$ cat src/verilog/slsh_cfg.svh
// slsh_cfg.svh: register offsets, field positions, reset values and codes
// assumes: included by bare name from the top module and the bench
`ifndef SLSH_CFG_SVH
`define SLSH_CFG_SVH
// byte offsets on the bus
`define SLSH_A_LOOP 8'h00
`define SLSH_A_LEVEL 8'h04
`define SLSH_A_FRIC 8'h08
`define SLSH_A_FILT 8'h0C
`define SLSH_A_TLIM 8'h10
`define SLSH_A_HSPD 8'h14
`define SLSH_A_HBACK 8'h18
`define SLSH_A_DISP 8'h1C
`define SLSH_A_CMD 8'h20
`define SLSH_A_STAT 8'h24
`define SLSH_A_BOOT 8'h28
// loop register fields
`define SLSH_F_PI 0
`define SLSH_F_OBS 1
`define SLSH_F_CAUSE_LO 2
`define SLSH_F_CAUSE_HI 4
`define SLSH_F_FMODE_LO 5
`define SLSH_F_FMODE_HI 6
`define SLSH_F_MSEL_LO 7
`define SLSH_F_MSEL_HI 8
`define SLSH_F_TUNE_LO 9
`define SLSH_F_TUNE_HI 13
`define SLSH_F_SENSE 14
// reset values and limits
`define SLSH_RV_FMODE 2'h1
`define SLSH_RV_MSEL 2'h3
`define SLSH_RV_BAND 16'h0064
`define SLSH_MIN_BAND 16'h0001
`define SLSH_MAX_BAND 16'h00C8
`define SLSH_MAX_COUL 16'h0032
`define SLSH_RV_LGAIN 16'h0028
`define SLSH_MAX_LGAIN 16'h01F4
`define SLSH_RV_FAST 16'hC350
`define SLSH_RV_SLOW 16'h1388
`define SLSH_MIN_SPEED 16'h0001
`define SLSH_MAX_BACK 32'h77359400
`define SLSH_MAX_DISP 16'h0005
`define SLSH_TUNE_TRACE 5'h0E
`define SLSH_GAIN_DIV 36'h00000000A
// gain switch causes
`define SLSH_C_POSDEV 3'h0
`define SLSH_C_FBSPD 3'h1
`define SLSH_C_CMDFRQ 3'h2
`define SLSH_C_CMDSPD 3'h3
`define SLSH_C_EXT 3'h4
// filter automation modes
`define SLSH_FM_MODEL 2'h0
`define SLSH_FM_BOTH 2'h1
`define SLSH_FM_TORQUE 2'h3
// homing codes
`define SLSH_SD_FWD 2'h0
`define SLSH_SD_REV 2'h1
`define SLSH_SD_JUDGE 2'h2
`define SLSH_DR_LS 2'h0
`define SLSH_DR_POT 2'h1
`define SLSH_DR_NOT 2'h2
// command bits and synchroniser lanes
`define SLSH_CMD_START 0
`define SLSH_CMD_ABORT 1
`define SLSH_IN_EXT 0
`define SLSH_IN_LS 1
`define SLSH_IN_POT 2
`define SLSH_IN_NOT 3
`define SLSH_IN_SHIFT 4
`define SLSH_IN_COUNT 5
`endif

$ cat src/verilog/slsh_pkg.sv
// slsh_pkg: state types shared by the block
// assumes: nothing beyond the config header
package slsh_pkg;
    // homing start-phase states
    typedef enum logic [2:0] {HS_IDLE, HS_BACK, HS_APPROACH, HS_CREEP, HS_HANDOFF} slsh_home_t;
    // bus read progress
    typedef enum logic [1:0] {RD_NONE, RD_LOAD, RD_GIVE} slsh_rd_t;
endpackage

$ cat src/verilog/slsh_sync_if.sv
// slsh_sync_if: synchronised levels and rising edges of external inputs
// assumes: one clock shared by producer and consumer
interface slsh_sync_if #(parameter int W = 5);
    logic [W-1:0] level;
    logic [W-1:0] rise;
    modport src(output level, output rise);
    modport dst(input level, input rise);
endinterface

$ cat src/verilog/slsh_top.sv
// slsh_top: servo loop option selection and homing start-phase sequencer
// assumes: AHB-Lite single-slave bus on hclk, parameter store on hclk, limit pins async
//
// Our own choices: the AHB-Lite interface to the registers and the placing of the registers.
`include "slsh_cfg.svh"
module slsh_top
    import slsh_pkg::*;
#(
    parameter logic [15:0] MAX_HOME_SPEED = 16'hFFFF
) (
    input wire logic hclk,
    input wire logic hresetn,
    input wire logic hsel,
    input wire logic [31:0] haddr,
    input wire logic [1:0] htrans,
    input wire logic hwrite,
    input wire logic [2:0] hsize,
    input wire logic [31:0] hwdata,
    input wire logic hready,
    output logic hreadyout,
    output logic [31:0] hrdata,
    output logic hresp,
    input wire logic [15:0] position_deviation,
    input wire logic [15:0] feedback_speed,
    input wire logic [15:0] command_frequency,
    input wire logic [15:0] command_speed,
    input wire logic signed [19:0] motor_speed,
    input wire logic torque_control_active,
    input wire logic signed [15:0] torque_command,
    input wire logic external_switch_input,
    input wire logic home_ls_input,
    input wire logic positive_travel_limit,
    input wire logic negative_travel_limit,
    input wire logic shift_ref_input,
    input wire logic [1:0] store_home_start_direction,
    input wire logic store_home_approach_direction,
    input wire logic [1:0] store_decel_ref_select,
    input wire logic travel_step,
    output logic p_control_mode,
    output logic load_observer_en,
    output logic friction_comp_en,
    output logic friction_comp_active,
    output logic torque_filter_auto,
    output logic model_filter_auto,
    output logic model_filter_used,
    output logic model_torque_en,
    output logic speed_observer_en,
    output logic torque_ff_en,
    output logic speed_limit_active,
    output logic signed [15:0] torque_limited,
    output logic [2:0] display_point_place,
    output logic [15:0] home_speed_cmd,
    output logic home_move_fwd,
    output logic home_motor_dir,
    output logic home_moving,
    output logic home_shift_start
);
    // magnitude of a signed 20-bit value
    function automatic logic [19:0] mag20(input logic signed [19:0] v);
        mag20 = v[19] ? 20'(-v) : 20'(v);
    endfunction

    // clamp a written field into its legal range
    function automatic logic [15:0] clamp16(input logic [15:0] v, input logic [15:0] lo, input logic [15:0] hi);
        clamp16 = (v < lo) ? lo : ((v > hi) ? hi : v);
    endfunction

    slsh_sync_if #(.W(`SLSH_IN_COUNT)) sin();
    slsh_sync #(.W(`SLSH_IN_COUNT)) u_sync (
        .hclk(hclk),
        .hresetn(hresetn),
        .pins({shift_ref_input, negative_travel_limit, positive_travel_limit, home_ls_input, external_switch_input}),
        .sync(sin.src)
    );

    // bus state
    slsh_rd_t rd_q, rd_d;
    slsh_home_t home_st_q, home_st_d;
    logic wr_q, wr_d;
    logic [7:0] addr_q, addr_d;
    logic [31:0] rdata_q, rdata_d;
    logic accept;

    // live settings
    logic [15:0] loop_q, loop_d;
    logic [15:0] level_q, level_d;
    logic [15:0] band_q, band_d;
    logic [15:0] coul_q, coul_d;
    logic [15:0] tfilt_q, tfilt_d;
    logic [15:0] mfilt_q, mfilt_d;
    logic [15:0] lgain_q, lgain_d;
    logic [15:0] tmax_q, tmax_d;
    logic [15:0] fast_q, fast_d;
    logic [15:0] slow_q, slow_d;
    logic [31:0] back_q, back_d;
    logic [15:0] disp_q, disp_d;
    logic start_req, abort_req;

    // restart-only captures
    logic boot_q, boot_d;
    logic [1:0] sdir_q, sdir_d;
    logic hdir_q, hdir_d;
    logic [1:0] dref_q, dref_d;

    // address phase accepted only when the bus is ready
    assign accept = hsel & htrans[1] & hready;

    // bus sequencing: writes zero-wait, reads take one wait state
    always_comb begin
        rd_d = RD_NONE;
        wr_d = 1'b0;
        addr_d = addr_q;
        if (rd_q == RD_LOAD) begin
            rd_d = RD_GIVE;
        end else if (accept) begin
            addr_d = haddr[7:0];
            wr_d = hwrite;
            rd_d = hwrite ? RD_NONE : RD_LOAD;
        end
    end

    // read mux, sampled in the wait cycle so a preceding write is visible
    always_comb begin
        rdata_d = rdata_q;
        if (rd_q == RD_LOAD) begin
            unique case (addr_q)
                `SLSH_A_LOOP: rdata_d = {16'h0000, loop_q};
                `SLSH_A_LEVEL: rdata_d = {16'h0000, level_q};
                `SLSH_A_FRIC: rdata_d = {coul_q, band_q};
                `SLSH_A_FILT: rdata_d = {mfilt_q, tfilt_q};
                `SLSH_A_TLIM: rdata_d = {tmax_q, lgain_q};
                `SLSH_A_HSPD: rdata_d = {slow_q, fast_q};
                `SLSH_A_HBACK: rdata_d = back_q;
                `SLSH_A_DISP: rdata_d = {16'h0000, disp_q};
                `SLSH_A_STAT: rdata_d = {24'h000000, friction_comp_active, speed_limit_active,
                                         p_control_mode, home_moving, 1'b0, home_st_q};
                `SLSH_A_BOOT: rdata_d = {27'h0000000, dref_q, hdir_q, sdir_q};
                default: rdata_d = 32'h00000000;
            endcase
        end
    end

    // register writes in the data phase, ranges clamped
    always_comb begin
        loop_d = loop_q;
        level_d = level_q;
        band_d = band_q;
        coul_d = coul_q;
        tfilt_d = tfilt_q;
        mfilt_d = mfilt_q;
        lgain_d = lgain_q;
        tmax_d = tmax_q;
        fast_d = fast_q;
        slow_d = slow_q;
        back_d = back_q;
        disp_d = disp_q;
        start_req = 1'b0;
        abort_req = 1'b0;
        if (wr_q) begin
            unique case (addr_q)
                `SLSH_A_LOOP: loop_d = {1'b0, hwdata[14:0]};
                `SLSH_A_LEVEL: level_d = hwdata[15:0];
                `SLSH_A_FRIC: begin
                    band_d = clamp16(hwdata[15:0], `SLSH_MIN_BAND, `SLSH_MAX_BAND);
                    coul_d = clamp16(hwdata[31:16], 16'h0000, `SLSH_MAX_COUL);
                end
                `SLSH_A_FILT: begin
                    tfilt_d = hwdata[15:0];
                    mfilt_d = hwdata[31:16];
                end
                `SLSH_A_TLIM: begin
                    lgain_d = clamp16(hwdata[15:0], 16'h0000, `SLSH_MAX_LGAIN);
                    tmax_d = hwdata[31:16];
                end
                `SLSH_A_HSPD: begin
                    fast_d = clamp16(hwdata[15:0], `SLSH_MIN_SPEED, MAX_HOME_SPEED);
                    slow_d = clamp16(hwdata[31:16], `SLSH_MIN_SPEED, MAX_HOME_SPEED);
                end
                `SLSH_A_HBACK: back_d = (hwdata > `SLSH_MAX_BACK) ? `SLSH_MAX_BACK : hwdata;
                `SLSH_A_DISP: disp_d = clamp16(hwdata[15:0], 16'h0000, `SLSH_MAX_DISP);
                `SLSH_A_CMD: begin
                    start_req = hwdata[`SLSH_CMD_START];
                    abort_req = hwdata[`SLSH_CMD_ABORT];
                end
                default: begin
                end
            endcase
        end
    end

    // restart-only settings taken from the store once, after reset release
    always_comb begin
        boot_d = 1'b1;
        sdir_d = sdir_q;
        hdir_d = hdir_q;
        dref_d = dref_q;
        if (!boot_q) begin
            sdir_d = store_home_start_direction;
            hdir_d = store_home_approach_direction;
            dref_d = store_decel_ref_select;
        end
    end

    always_ff @(posedge hclk or negedge hresetn) begin
        if (!hresetn) begin
            rd_q <= RD_NONE;
            wr_q <= 1'b0;
            addr_q <= 8'h00;
            rdata_q <= 32'h00000000;
            loop_q <= {7'h00, `SLSH_RV_MSEL, `SLSH_RV_FMODE, 5'h00};
            level_q <= 16'h0000;
            band_q <= `SLSH_RV_BAND;
            coul_q <= 16'h0000;
            tfilt_q <= 16'h0000;
            mfilt_q <= 16'h0000;
            lgain_q <= `SLSH_RV_LGAIN;
            tmax_q <= 16'h0000;
            fast_q <= `SLSH_RV_FAST;
            slow_q <= `SLSH_RV_SLOW;
            back_q <= 32'h00000000;
            disp_q <= 16'h0000;
            boot_q <= 1'b0;
            sdir_q <= `SLSH_SD_FWD;
            hdir_q <= 1'b0;
            dref_q <= `SLSH_DR_LS;
        end else begin
            rd_q <= rd_d;
            wr_q <= wr_d;
            addr_q <= addr_d;
            rdata_q <= rdata_d;
            loop_q <= loop_d;
            level_q <= level_d;
            band_q <= band_d;
            coul_q <= coul_d;
            tfilt_q <= tfilt_d;
            mfilt_q <= mfilt_d;
            lgain_q <= lgain_d;
            tmax_q <= tmax_d;
            fast_q <= fast_d;
            slow_q <= slow_d;
            back_q <= back_d;
            disp_q <= disp_d;
            boot_q <= boot_d;
            sdir_q <= sdir_d;
            hdir_q <= hdir_d;
            dref_q <= dref_d;
        end
    end

    assign hreadyout = (rd_q != RD_LOAD);
    assign hrdata = rdata_q;
    assign hresp = 1'b0;

    // loop option decode
    logic [2:0] cause;
    logic [1:0] fmode;
    logic [1:0] msel;
    logic [15:0] sample;
    logic [19:0] spd_mag, tq_mag, excess;
    logic [35:0] reduce;
    logic signed [15:0] tq_d;
    logic pmode_d, lim_d, fric_d;

    assign cause = loop_q[`SLSH_F_CAUSE_HI:`SLSH_F_CAUSE_LO];
    assign fmode = loop_q[`SLSH_F_FMODE_HI:`SLSH_F_FMODE_LO];
    assign msel = loop_q[`SLSH_F_MSEL_HI:`SLSH_F_MSEL_LO];
    assign spd_mag = mag20(motor_speed);
    assign tq_mag = mag20(20'(torque_command));
    assign excess = spd_mag - {4'h0, tmax_q};

    // switch mode, friction window and speed-limited torque
    always_comb begin
        unique case (cause)
            `SLSH_C_POSDEV: sample = position_deviation;
            `SLSH_C_FBSPD: sample = feedback_speed;
            `SLSH_C_CMDFRQ: sample = command_frequency;
            `SLSH_C_CMDSPD: sample = command_speed;
            default: sample = 16'h0000;
        endcase
        pmode_d = 1'b0;
        if (loop_q[`SLSH_F_PI]) begin
            if (cause == `SLSH_C_EXT) begin
                pmode_d = sin.level[`SLSH_IN_EXT];
            end else if (cause < `SLSH_C_EXT) begin
                pmode_d = (sample >= level_q);
            end
        end
        fric_d = (coul_q != 16'h0000) && (spd_mag < {4'h0, band_q});
        lim_d = torque_control_active && (spd_mag > {4'h0, tmax_q});
        reduce = ({16'h0000, excess} * {20'h00000, lgain_q}) / `SLSH_GAIN_DIV;
        tq_d = torque_command;
        if (lim_d) begin
            if (reduce >= {16'h0000, tq_mag}) begin
                tq_d = 16'sh0000;
            end else if (torque_command[15]) begin
                tq_d = torque_command + 16'(reduce);
            end else begin
                tq_d = torque_command - 16'(reduce);
            end
        end
    end

    // registered loop outputs
    always_ff @(posedge hclk or negedge hresetn) begin
        if (!hresetn) begin
            p_control_mode <= 1'b0;
            load_observer_en <= 1'b0;
            friction_comp_en <= 1'b0;
            friction_comp_active <= 1'b0;
            torque_filter_auto <= 1'b0;
            model_filter_auto <= 1'b0;
            model_filter_used <= 1'b0;
            model_torque_en <= 1'b0;
            speed_observer_en <= 1'b0;
            torque_ff_en <= 1'b0;
            speed_limit_active <= 1'b0;
            torque_limited <= 16'sh0000;
            display_point_place <= 3'h0;
        end else begin
            p_control_mode <= pmode_d;
            load_observer_en <= loop_q[`SLSH_F_OBS];
            friction_comp_en <= (coul_q != 16'h0000);
            friction_comp_active <= fric_d;
            torque_filter_auto <= (fmode == `SLSH_FM_BOTH) || (fmode == `SLSH_FM_TORQUE);
            model_filter_auto <= (fmode == `SLSH_FM_BOTH) || (fmode == `SLSH_FM_MODEL);
            model_filter_used <= (loop_q[`SLSH_F_TUNE_HI:`SLSH_F_TUNE_LO] != `SLSH_TUNE_TRACE);
            model_torque_en <= msel[0];
            speed_observer_en <= msel[1];
            torque_ff_en <= msel[0];
            speed_limit_active <= lim_d;
            torque_limited <= tq_d;
            display_point_place <= disp_q[2:0];
        end
    end

    // homing start phase
    logic [31:0] cnt_q, cnt_d;
    logic fwd_q, fwd_d;
    logic start_fwd, home_fwd, decel_rise, shift_rise;

    assign shift_rise = sin.rise[`SLSH_IN_SHIFT];
    assign decel_rise = (dref_q == `SLSH_DR_POT) ? sin.rise[`SLSH_IN_POT] :
                        (dref_q == `SLSH_DR_NOT) ? sin.rise[`SLSH_IN_NOT] : sin.rise[`SLSH_IN_LS];
    // judged start heads away from an active limit, else forward
    assign start_fwd = (sdir_q == `SLSH_SD_REV) ? 1'b0 :
                       (sdir_q == `SLSH_SD_JUDGE) ? ~sin.level[`SLSH_IN_POT] : 1'b1;
    // limit reference homes away from that limit
    assign home_fwd = (dref_q == `SLSH_DR_POT) ? 1'b0 :
                      (dref_q == `SLSH_DR_NOT) ? 1'b1 : ~hdir_q;

    always_comb begin
        home_st_d = home_st_q;
        cnt_d = cnt_q;
        fwd_d = fwd_q;
        if (abort_req) begin
            home_st_d = HS_IDLE;
        end else begin
            unique case (home_st_q)
                HS_IDLE: begin
                    if (start_req) begin
                        cnt_d = 32'h00000000;
                        if (back_q == 32'h00000000) begin
                            home_st_d = HS_APPROACH;
                            fwd_d = start_fwd;
                        end else begin
                            home_st_d = HS_BACK;
                            fwd_d = ~start_fwd;
                        end
                    end
                end
                HS_BACK: begin
                    if (decel_rise || shift_rise) begin
                        home_st_d = HS_CREEP;
                        fwd_d = home_fwd;
                    end else if (travel_step) begin
                        cnt_d = cnt_q + 32'h00000001;
                        if (cnt_d >= back_q) begin
                            home_st_d = HS_APPROACH;
                            fwd_d = start_fwd;
                        end
                    end
                end
                HS_APPROACH: begin
                    if (decel_rise) begin
                        home_st_d = HS_CREEP;
                        fwd_d = home_fwd;
                    end
                end
                HS_CREEP: begin
                    if (shift_rise) begin
                        home_st_d = HS_HANDOFF;
                    end
                end
                HS_HANDOFF: begin
                end
            endcase
        end
    end

    always_ff @(posedge hclk or negedge hresetn) begin
        if (!hresetn) begin
            home_st_q <= HS_IDLE;
            cnt_q <= 32'h00000000;
            fwd_q <= 1'b1;
        end else begin
            home_st_q <= home_st_d;
            cnt_q <= cnt_d;
            fwd_q <= fwd_d;
        end
    end

    // speed and direction handed to the motion generator
    assign home_moving = (home_st_q != HS_IDLE);
    assign home_shift_start = (home_st_q == HS_HANDOFF);
    assign home_move_fwd = fwd_q;
    assign home_motor_dir = fwd_q ^ loop_q[`SLSH_F_SENSE];
    assign home_speed_cmd = (home_st_q == HS_BACK || home_st_q == HS_APPROACH) ? fast_q :
                            (home_st_q == HS_IDLE) ? 16'h0000 : slow_q;
endmodule

$ cat src/verilog/slsh_sync.sv
// slsh_sync: two-flop synchroniser with rising-edge detect per input lane
// assumes: pins are asynchronous to hclk
module slsh_sync #(
    parameter int W = 5
) (
    input wire logic hclk,
    input wire logic hresetn,
    input wire logic [W-1:0] pins,
    slsh_sync_if.src sync
);
    logic [W-1:0] meta_q, meta_d;
    logic [W-1:0] stab_q, stab_d;
    logic [W-1:0] prev_q, prev_d;

    // next stages; only the second and third stages are looked at
    always_comb begin
        meta_d = pins;
        stab_d = meta_q;
        prev_d = stab_q;
    end

    always_ff @(posedge hclk or negedge hresetn) begin
        if (!hresetn) begin
            meta_q <= '0;
            stab_q <= '0;
            prev_q <= '0;
        end else begin
            meta_q <= meta_d;
            stab_q <= stab_d;
            prev_q <= prev_d;
        end
    end

    // level and one-cycle edge from settled stages
    assign sync.level = stab_q;
    assign sync.rise = stab_q & ~prev_q;
endmodule

$ cat config.mk
export PLATFORM = sky130hd
export DESIGN_NAME = slsh_top
export DESIGN_NICKNAME = d
export VERILOG_FILES = /design/src/verilog/slsh_pkg.sv /design/src/verilog/slsh_sync_if.sv /design/src/verilog/slsh_top.sv /design/src/verilog/slsh_sync.sv
export VERILOG_INCLUDE_DIRS = /design/src /design/src/verilog
export SDC_FILE = /design/constraint.sdc
export NUM_CORES = 2
export LEC_CHECK = 0
export BUFFER_PORTS_ARGS = -buffer_cell sky130_fd_sc_hd__clkbuf_2
export CORE_MARGIN = 2
export CORE_UTILIZATION = 57
export CTS_CLUSTER_SIZE = 8
export DETAILED_ROUTE_END_ITERATION = 10
export PLACE_DENSITY_LB_ADDON = 0.08
export SYNTH_ARGS = -nofsm -noshare
export SYNTH_HDL_FRONTEND = slang
export SYNTH_SLANG_ARGS = --single-unit
$ cat constraint.sdc
create_clock -name hclk -period 43 [get_ports hclk]
set_clock_uncertainty 0.05 [all_clocks]
set_input_delay 4.3 -clock hclk [delete_from_list [all_inputs] [get_ports hclk]]
set_output_delay 4.3 -clock hclk [all_outputs]
set_load 0.05 [all_outputs]
== After elaboration in Yosys (flattened, before gate mapping) ==
Index checks and enable logic that the tools add are counted.
Word-level totals
  flip-flop bits (word level): 336
Operators by class
  $add $sub $neg: 6
  $mul: 1
  divide/modulo/power cells: 1
  order comparisons: 17
  equality and inequality tests: 38
  mux-type cells: 60
  bitwise operators: 10
  reductions and logical operators: 28
Operators with widths (number)
  $pmux 32 s10: 1
  $mux 16: 17
  $mux 32: 4
  $lt 16x1->1 const B: 4
  $pmux 16 s4: 1
  $pmux 32 s2: 1
  $mux 20: 2
  $div 36x4->36 const B: 1
  $ge 36x20->1: 1
  $mul 20x16->36: 1
  $add 32x1->32 const B: 1
  $eq 8x5->1 const B: 4
  $ge 32x32->1: 1
  $gt 16x16->1 const B: 2
  $gt 32x31->1 const B: 1
  $logic_not 32->1: 1
  $eq 8x6->1 const B: 3
  $mux 1: 23
  $mux 3: 7
  $gt 20x16->1: 1
  $lt 20x16->1: 1
  $neg 16->20: 1
  $neg 20->20: 1
  $sub 20x16->20: 1
  40 further kinds: 80

== Longest topological paths before layout ==
  depth after elaboration: 9
  depth in mapped cells: 126
  gate-level depth less buffers: 110

== Modules after synthesis ==
From an unflattened synthesis, not the netlist that was laid out.
Unflattened totals
  cell total of the unflattened synthesis: 4029
  area total of the unflattened synthesis: 35402.7 µm²
Modules (own cells, without submodules)
  slsh_top: times used 1, cells each 4009, area an instance 34958.5 µm², sequential area each 8057.7 µm²
  slsh_sync: times used 1, cells each 20, area an instance 444.2 µm², sequential area each 375.4 µm²

== Worst setup path after synthesis ==
No wires, ideal clock.
  path kind: input to register
  from: in motor_speed[19]
  to: reg torque_limited[15]
  library setup time: 0.131 ns
  arrival time: 26.771 ns
  data required time: 42.819 ns
  setup slack: 16.047 ns
  stages on the path: 107
  path buffers: 11
  cell sequence: clkbuf_1 -> clkbuf_1 -> o21ai_0 -> ha_1 -> a21o_1 -> a21o_1 -> a21oi_1 -> o21ai_0 -> a21oi_1 -> o21ai_0 -> a21o_1 -> a21o_1 -> a21oi_1 -> o21ai_0 -> a21o_1 -> a21o_1 -> a21o_1 -> a21o_1 -> (+71 left out) -> a21o_1 -> a21o_1 -> a21o_1 -> a21oi_1 -> o21bai_1 -> a21oi_1 -> o21bai_1 -> a21oi_1 -> o21bai_1 -> a21oi_1 -> o21bai_1 -> a21oi_1 -> o21bai_1 -> a21oi_1 -> xnor2_1 -> and2_1 -> and4_1 -> or3_1
Between the ends
  longest elaborated chain between the ends: 9
  elaborated cells between the ends (all ways): 13
Ends and longest elaborated chain
  start, declared: RTL line slsh_top.sv:27  | input wire logic signed [19:0] motor_speed,
  $neg 20->20: RTL line slsh_top.sv:60  | mag20 = v[19] ? 20'(-v) : 20'(v);
  $mux 20 *: RTL line slsh_top.sv:60
  $sub 20x16->20: RTL line slsh_top.sv:269  | assign excess = spd_mag - {4'h0, tmax_q};
  $mul 20x16->36: RTL line slsh_top.sv:290  | reduce = ({16'h0000, excess} * {20'h00000, lgain_q}) / `SLSH_GAIN_DIV;
  $div 36x4->36 (no line)
  $sub 16x16->16 or $add 16x16->16 (tied branches): RTL line slsh_top.sv:298, slsh_top.sv:296
  $mux 16: RTL line slsh_top.sv:295  | end else if (torque_command[15]) begin
  $mux 16: RTL line slsh_top.sv:293  | if (reduce >= {16'h0000, tq_mag}) begin
  $mux 16 *: RTL line slsh_top.sv:292  | if (lim_d) begin
  net tq_d[15]: RTL line slsh_top.sv:261  | logic signed [15:0] tq_d;
  end signal, assigned: RTL line slsh_top.sv:331  | torque_limited <= tq_d;
  end, declared: RTL line slsh_top.sv:50  | output logic signed [15:0] torque_limited,
Mark *: on every way through the listed nets, which the timed path passes. The rest lies on a longest branch.
A chain may end at the register's enable or synchronous reset.

== Final worst setup path ==
  from: in motor_speed[0]
  to: reg torque_limited[15]
Same word-level chain as after synthesis.

==> results.md <==
Cells and area:
- The top cell types in the final layout, fill and taps aside, are 459 x sky130_fd_sc_hd__nand2_1, 406 x sky130_fd_sc_hd__inv_1, 315 x sky130_fd_sc_hd__dfrtp_1, 252 x sky130_fd_sc_hd__fa_1, 239 x sky130_fd_sc_hd__clkbuf_2.
- Relative to the synthesized area, the layout overhead comes to 8.42%.
- The final net count is 4909.
- Leaving out fill and tap cells, the most frequent cell in the layout is sky130_fd_sc_hd__nand2_1.
- Summing all flip-flop and latch instances after layout gives 8410 µm².
- The fraction of layout instances using a drive strength above 1 is 0.143.
- The fill cell instance count of the final layout is 5530.
- Summing all multi-input logic gate instances after layout gives 25500 µm².

Routing:
- In the final routed layout, each cell accounts on average for 21.9 µm.
- The remaining antenna violation count after routing is 0.
- The first routing iteration left 3108 violations.
- The routed via count divided by cell count is 6.32.
- For this run, the detailed router's first-pass iteration total came to 8.
- The post-detailed-routing wire length is 112000 µm.
- The number of remaining DRC errors is 0.
- The count of vias placed by the detailed router is 32400.

Clock network:
- The tree is rooted in a sky130_fd_sc_hd__clkbuf_16.
- The hold buffer count at CTS is 0.
- The CTS tree is yes.
- The clock latency reported for the late side of the worst-skew pair is 600 ps.
- In this run, CTS created clock tree buffers numbering 47.
- The H-tree was split into 2 levels.
- The clock net in this run drives a total of 335 sinks.
- No sink is reached through more buffers than the 3 on the longest clock path.
- The post-CTS resize count is 0.
- The number of buffers inserted to repair setup after CTS is 0.
- Clock-pin slew was measured on the worst setup and hold paths at 50 ps.

Floorplan:
- The vertical die dimension is 257 µm.
- The I/O pin count is 270.
- In this run the horizontal extent of the chip is 257 µm.
- In this run the standard cell core region covers 63200 µm².
- The floorplan step defined a die boundary enclosing 66000 µm².
- The total number of placement rows is 92.
- The initial core utilization is 0.577.

Critical path:
- Among the stages of the critical path, the cell type that occurs most often is sky130_fd_sc_hd__a21oi_1.
- The nature of the critical path startpoint is an input port.
- Data arrives at the worst endpoint at 32760 ps.
- The worst setup path is of the in2reg kind.
- The largest single stage delay on the critical path is 840 ps.
- The worst setup path is captured at a register.
- The data required time at the worst endpoint is 43410 ps.
- The highest-delay cell along the critical path is sky130_fd_sc_hd__a2bb2oi_1.
- Along the worst path, the maximum fanout reaches 25.

Logic synthesis:
- The synthesized netlist occupies a cell area of 36500 µm².
- The number of synthesized flops with an enable pin is 0.
- The fraction of post-synthesis cell area in the top cell type by area is 0.216.
- The async set-reset flop share out of synthesis is 1.00.
- The biggest area consumer among synthesized cells is sky130_fd_sc_hd__dfrtp_1.
- The Yosys step of the flow raised 0 warnings.
- For this run, the leading register cell type out of synthesis is sky130_fd_sc_hd__dfrtp_1.
- A synthesized cell averages 8.79 µm².
- The cell count after synthesis is 4150.
- After synthesis, the cell types taking the most area are sky130_fd_sc_hd__dfrtp_1 22%, sky130_fd_sc_hd__fa_1 14%, sky130_fd_sc_hd__ha_1 7.8%.
- The sequential element share of the synthesized area is 0.231.
- The synthesized design contains 335 register bits.
- The distinct cell type count after synthesis is 139.

Global route:
- The aggregate global-route resource usage is 0.339.
- For this run, global-route usage on met1 was measured as 0.429.
- The number of global-route vias before repair is 32300.
- The first global-routing pass estimated 179000 µm of wire.
- The number of antenna violations at the first check in global routing is 1.
- The maximum number of pins on one net before global-route repair is 176.
- For this run, global-route usage on met3 was measured as 0.0357.
- The most used routing layer is met2.
- The met2 usage is 0.571.
- For this run the aggregate overflow at the end of global routing stands at 0.

Placement:
- Routability-driven placement finished with a final weighted congestion of 0.935.
- The count of buffers from port buffering is 240.
- The HPWL after detailed placement is 83100 µm.

STA:
- The number of pins with negative max-slew slack in the final report is 0.
- The final period demand of the worst path is 32350 ps.
- The final-layout setup total negative slack is 0 ps.
- In this run the tightest slew margin relative to its limit is 0.239.
- The actual slew at the worst max-slew pin is 1140 ps.
- The ratio of final minimum period to clock period is 0.752.
- The setup violation total in the final timing report is 0.
- Static timing analysis puts the maximum clock frequency at 0.0309 GHz.
- The worst slack on hold paths is 296 ps.
- Setup repair after global routing left no endpoint under its margin.
- The number of hold violations in the final report is 0.

Run status:
- The flow ran to the end, and the final reports show no timing, DRC or antenna violations.

Hold path:
- The path class of the tightest hold or removal check is reg2reg.

Job:
- Max-cap violations in this run came to 0.
[metrics by stage]
step / worst slack [ps] / cells / cell area (µm²) / utilization
global route: 8240 / 5124 / 39500 / 0.626
detailed placement: 10410 / 5042 / 38200 / 0.604
finish: 10650 / 5125 / 39500 / 0.626
global placement: 10560 / 5042 / 38200 / 0.604
floorplan: 16050 / 4154 / 36500 / -
CTS: 11030 / 5124 / 39500 / 0.626
[cell usage after synthesis (all sizes together) (24+ instances only)]
library cell,count
nand2,460
inv,413
dfrtp,315
fa,252
o21ai,244
ha,226
and2,193
a21oi,189
clkbuf,185
nor2,182
mux2,110
xnor2,101
nor3,97
nand3,82
a22o,71
a22oi,69
xor2,68
nand4,66
buf,65
nor2b,59
nand2b,53
a21o,50
nor4,45
a31oi,34
a211oi,33
o211ai,33
o31ai,25
a222oi,24
[per-layer routing]
| layer | part of all wire | vias up |
|---|---|---|
| met4 | 0.061 | 0 |
| li1 | - | 14800 |
| met3 | 0.063 | 316 |
| met2 | 0.48 | 1424 |
| met5 | 0 | - |
| met1 | 0.40 | 15800 |
[final cells by class]
type,instances,share of cell area
Multi-Input combinational cell,3155,0.646
Sequential cell,335,0.213
Timing Repair Buffer,292,0.0408
Inverter,414,0.0395
Clock buffer,80,0.0334
Tap cell,846,0.0268
Clock inverter,2,0.00127
Antenna cell,1,0.0000633
[critical path, delay by kind of cell]
kind / cells / cell delay [ps]
compound gates: 58 / 14280
simple gates: 21 / 6580
fa+ha+maj: 12 / 5250
buf+inv: 8 / 920
xor+xnor: 2 / 860
mux: 2 / 480
[path summary, 6_finish.rpt]
path | start | end | slack, ps | cells after the start
max in group asynchronous | hresetn | cnt_q[24]$_DFFE_PN0P_ | 37270 | 3
min in group asynchronous | hresetn | torque_limited[15]$_DFF_PN0_ | 3570 | 1
setup reg to reg | tmax_q[1]$_DFFE_PN0P_ | torque_limited[15]$_DFF_PN0_ | 14610 | 99
setup / recovery | motor_speed[0] | torque_limited[15]$_DFF_PN0_ | 10650 | 103
hold / removal | u_sync.meta_q[4]$_DFF_PN0_ | u_sync.sync.level[4]$_DFF_PN0_ | 300 | 0
hold reg to reg | u_sync.meta_q[4]$_DFF_PN0_ | u_sync.sync.level[4]$_DFF_PN0_ | 300 | 0
[kinds of logic after synthesis]
group,share of synthesized area
AND/OR/NAND/NOR,0.185
buffers and inverters,0.0736
multiplexers,0.0485
AO/OA/AOI/OAI,0.203
other,0.000206
flip-flops,0.231
XOR/XNOR,0.0429
adder cells (fa/ha/maj),0.216
Power is left out: the tool's default activity adds up to more than one toggle a clock period on the data nets, which glitch-free logic cannot reach.
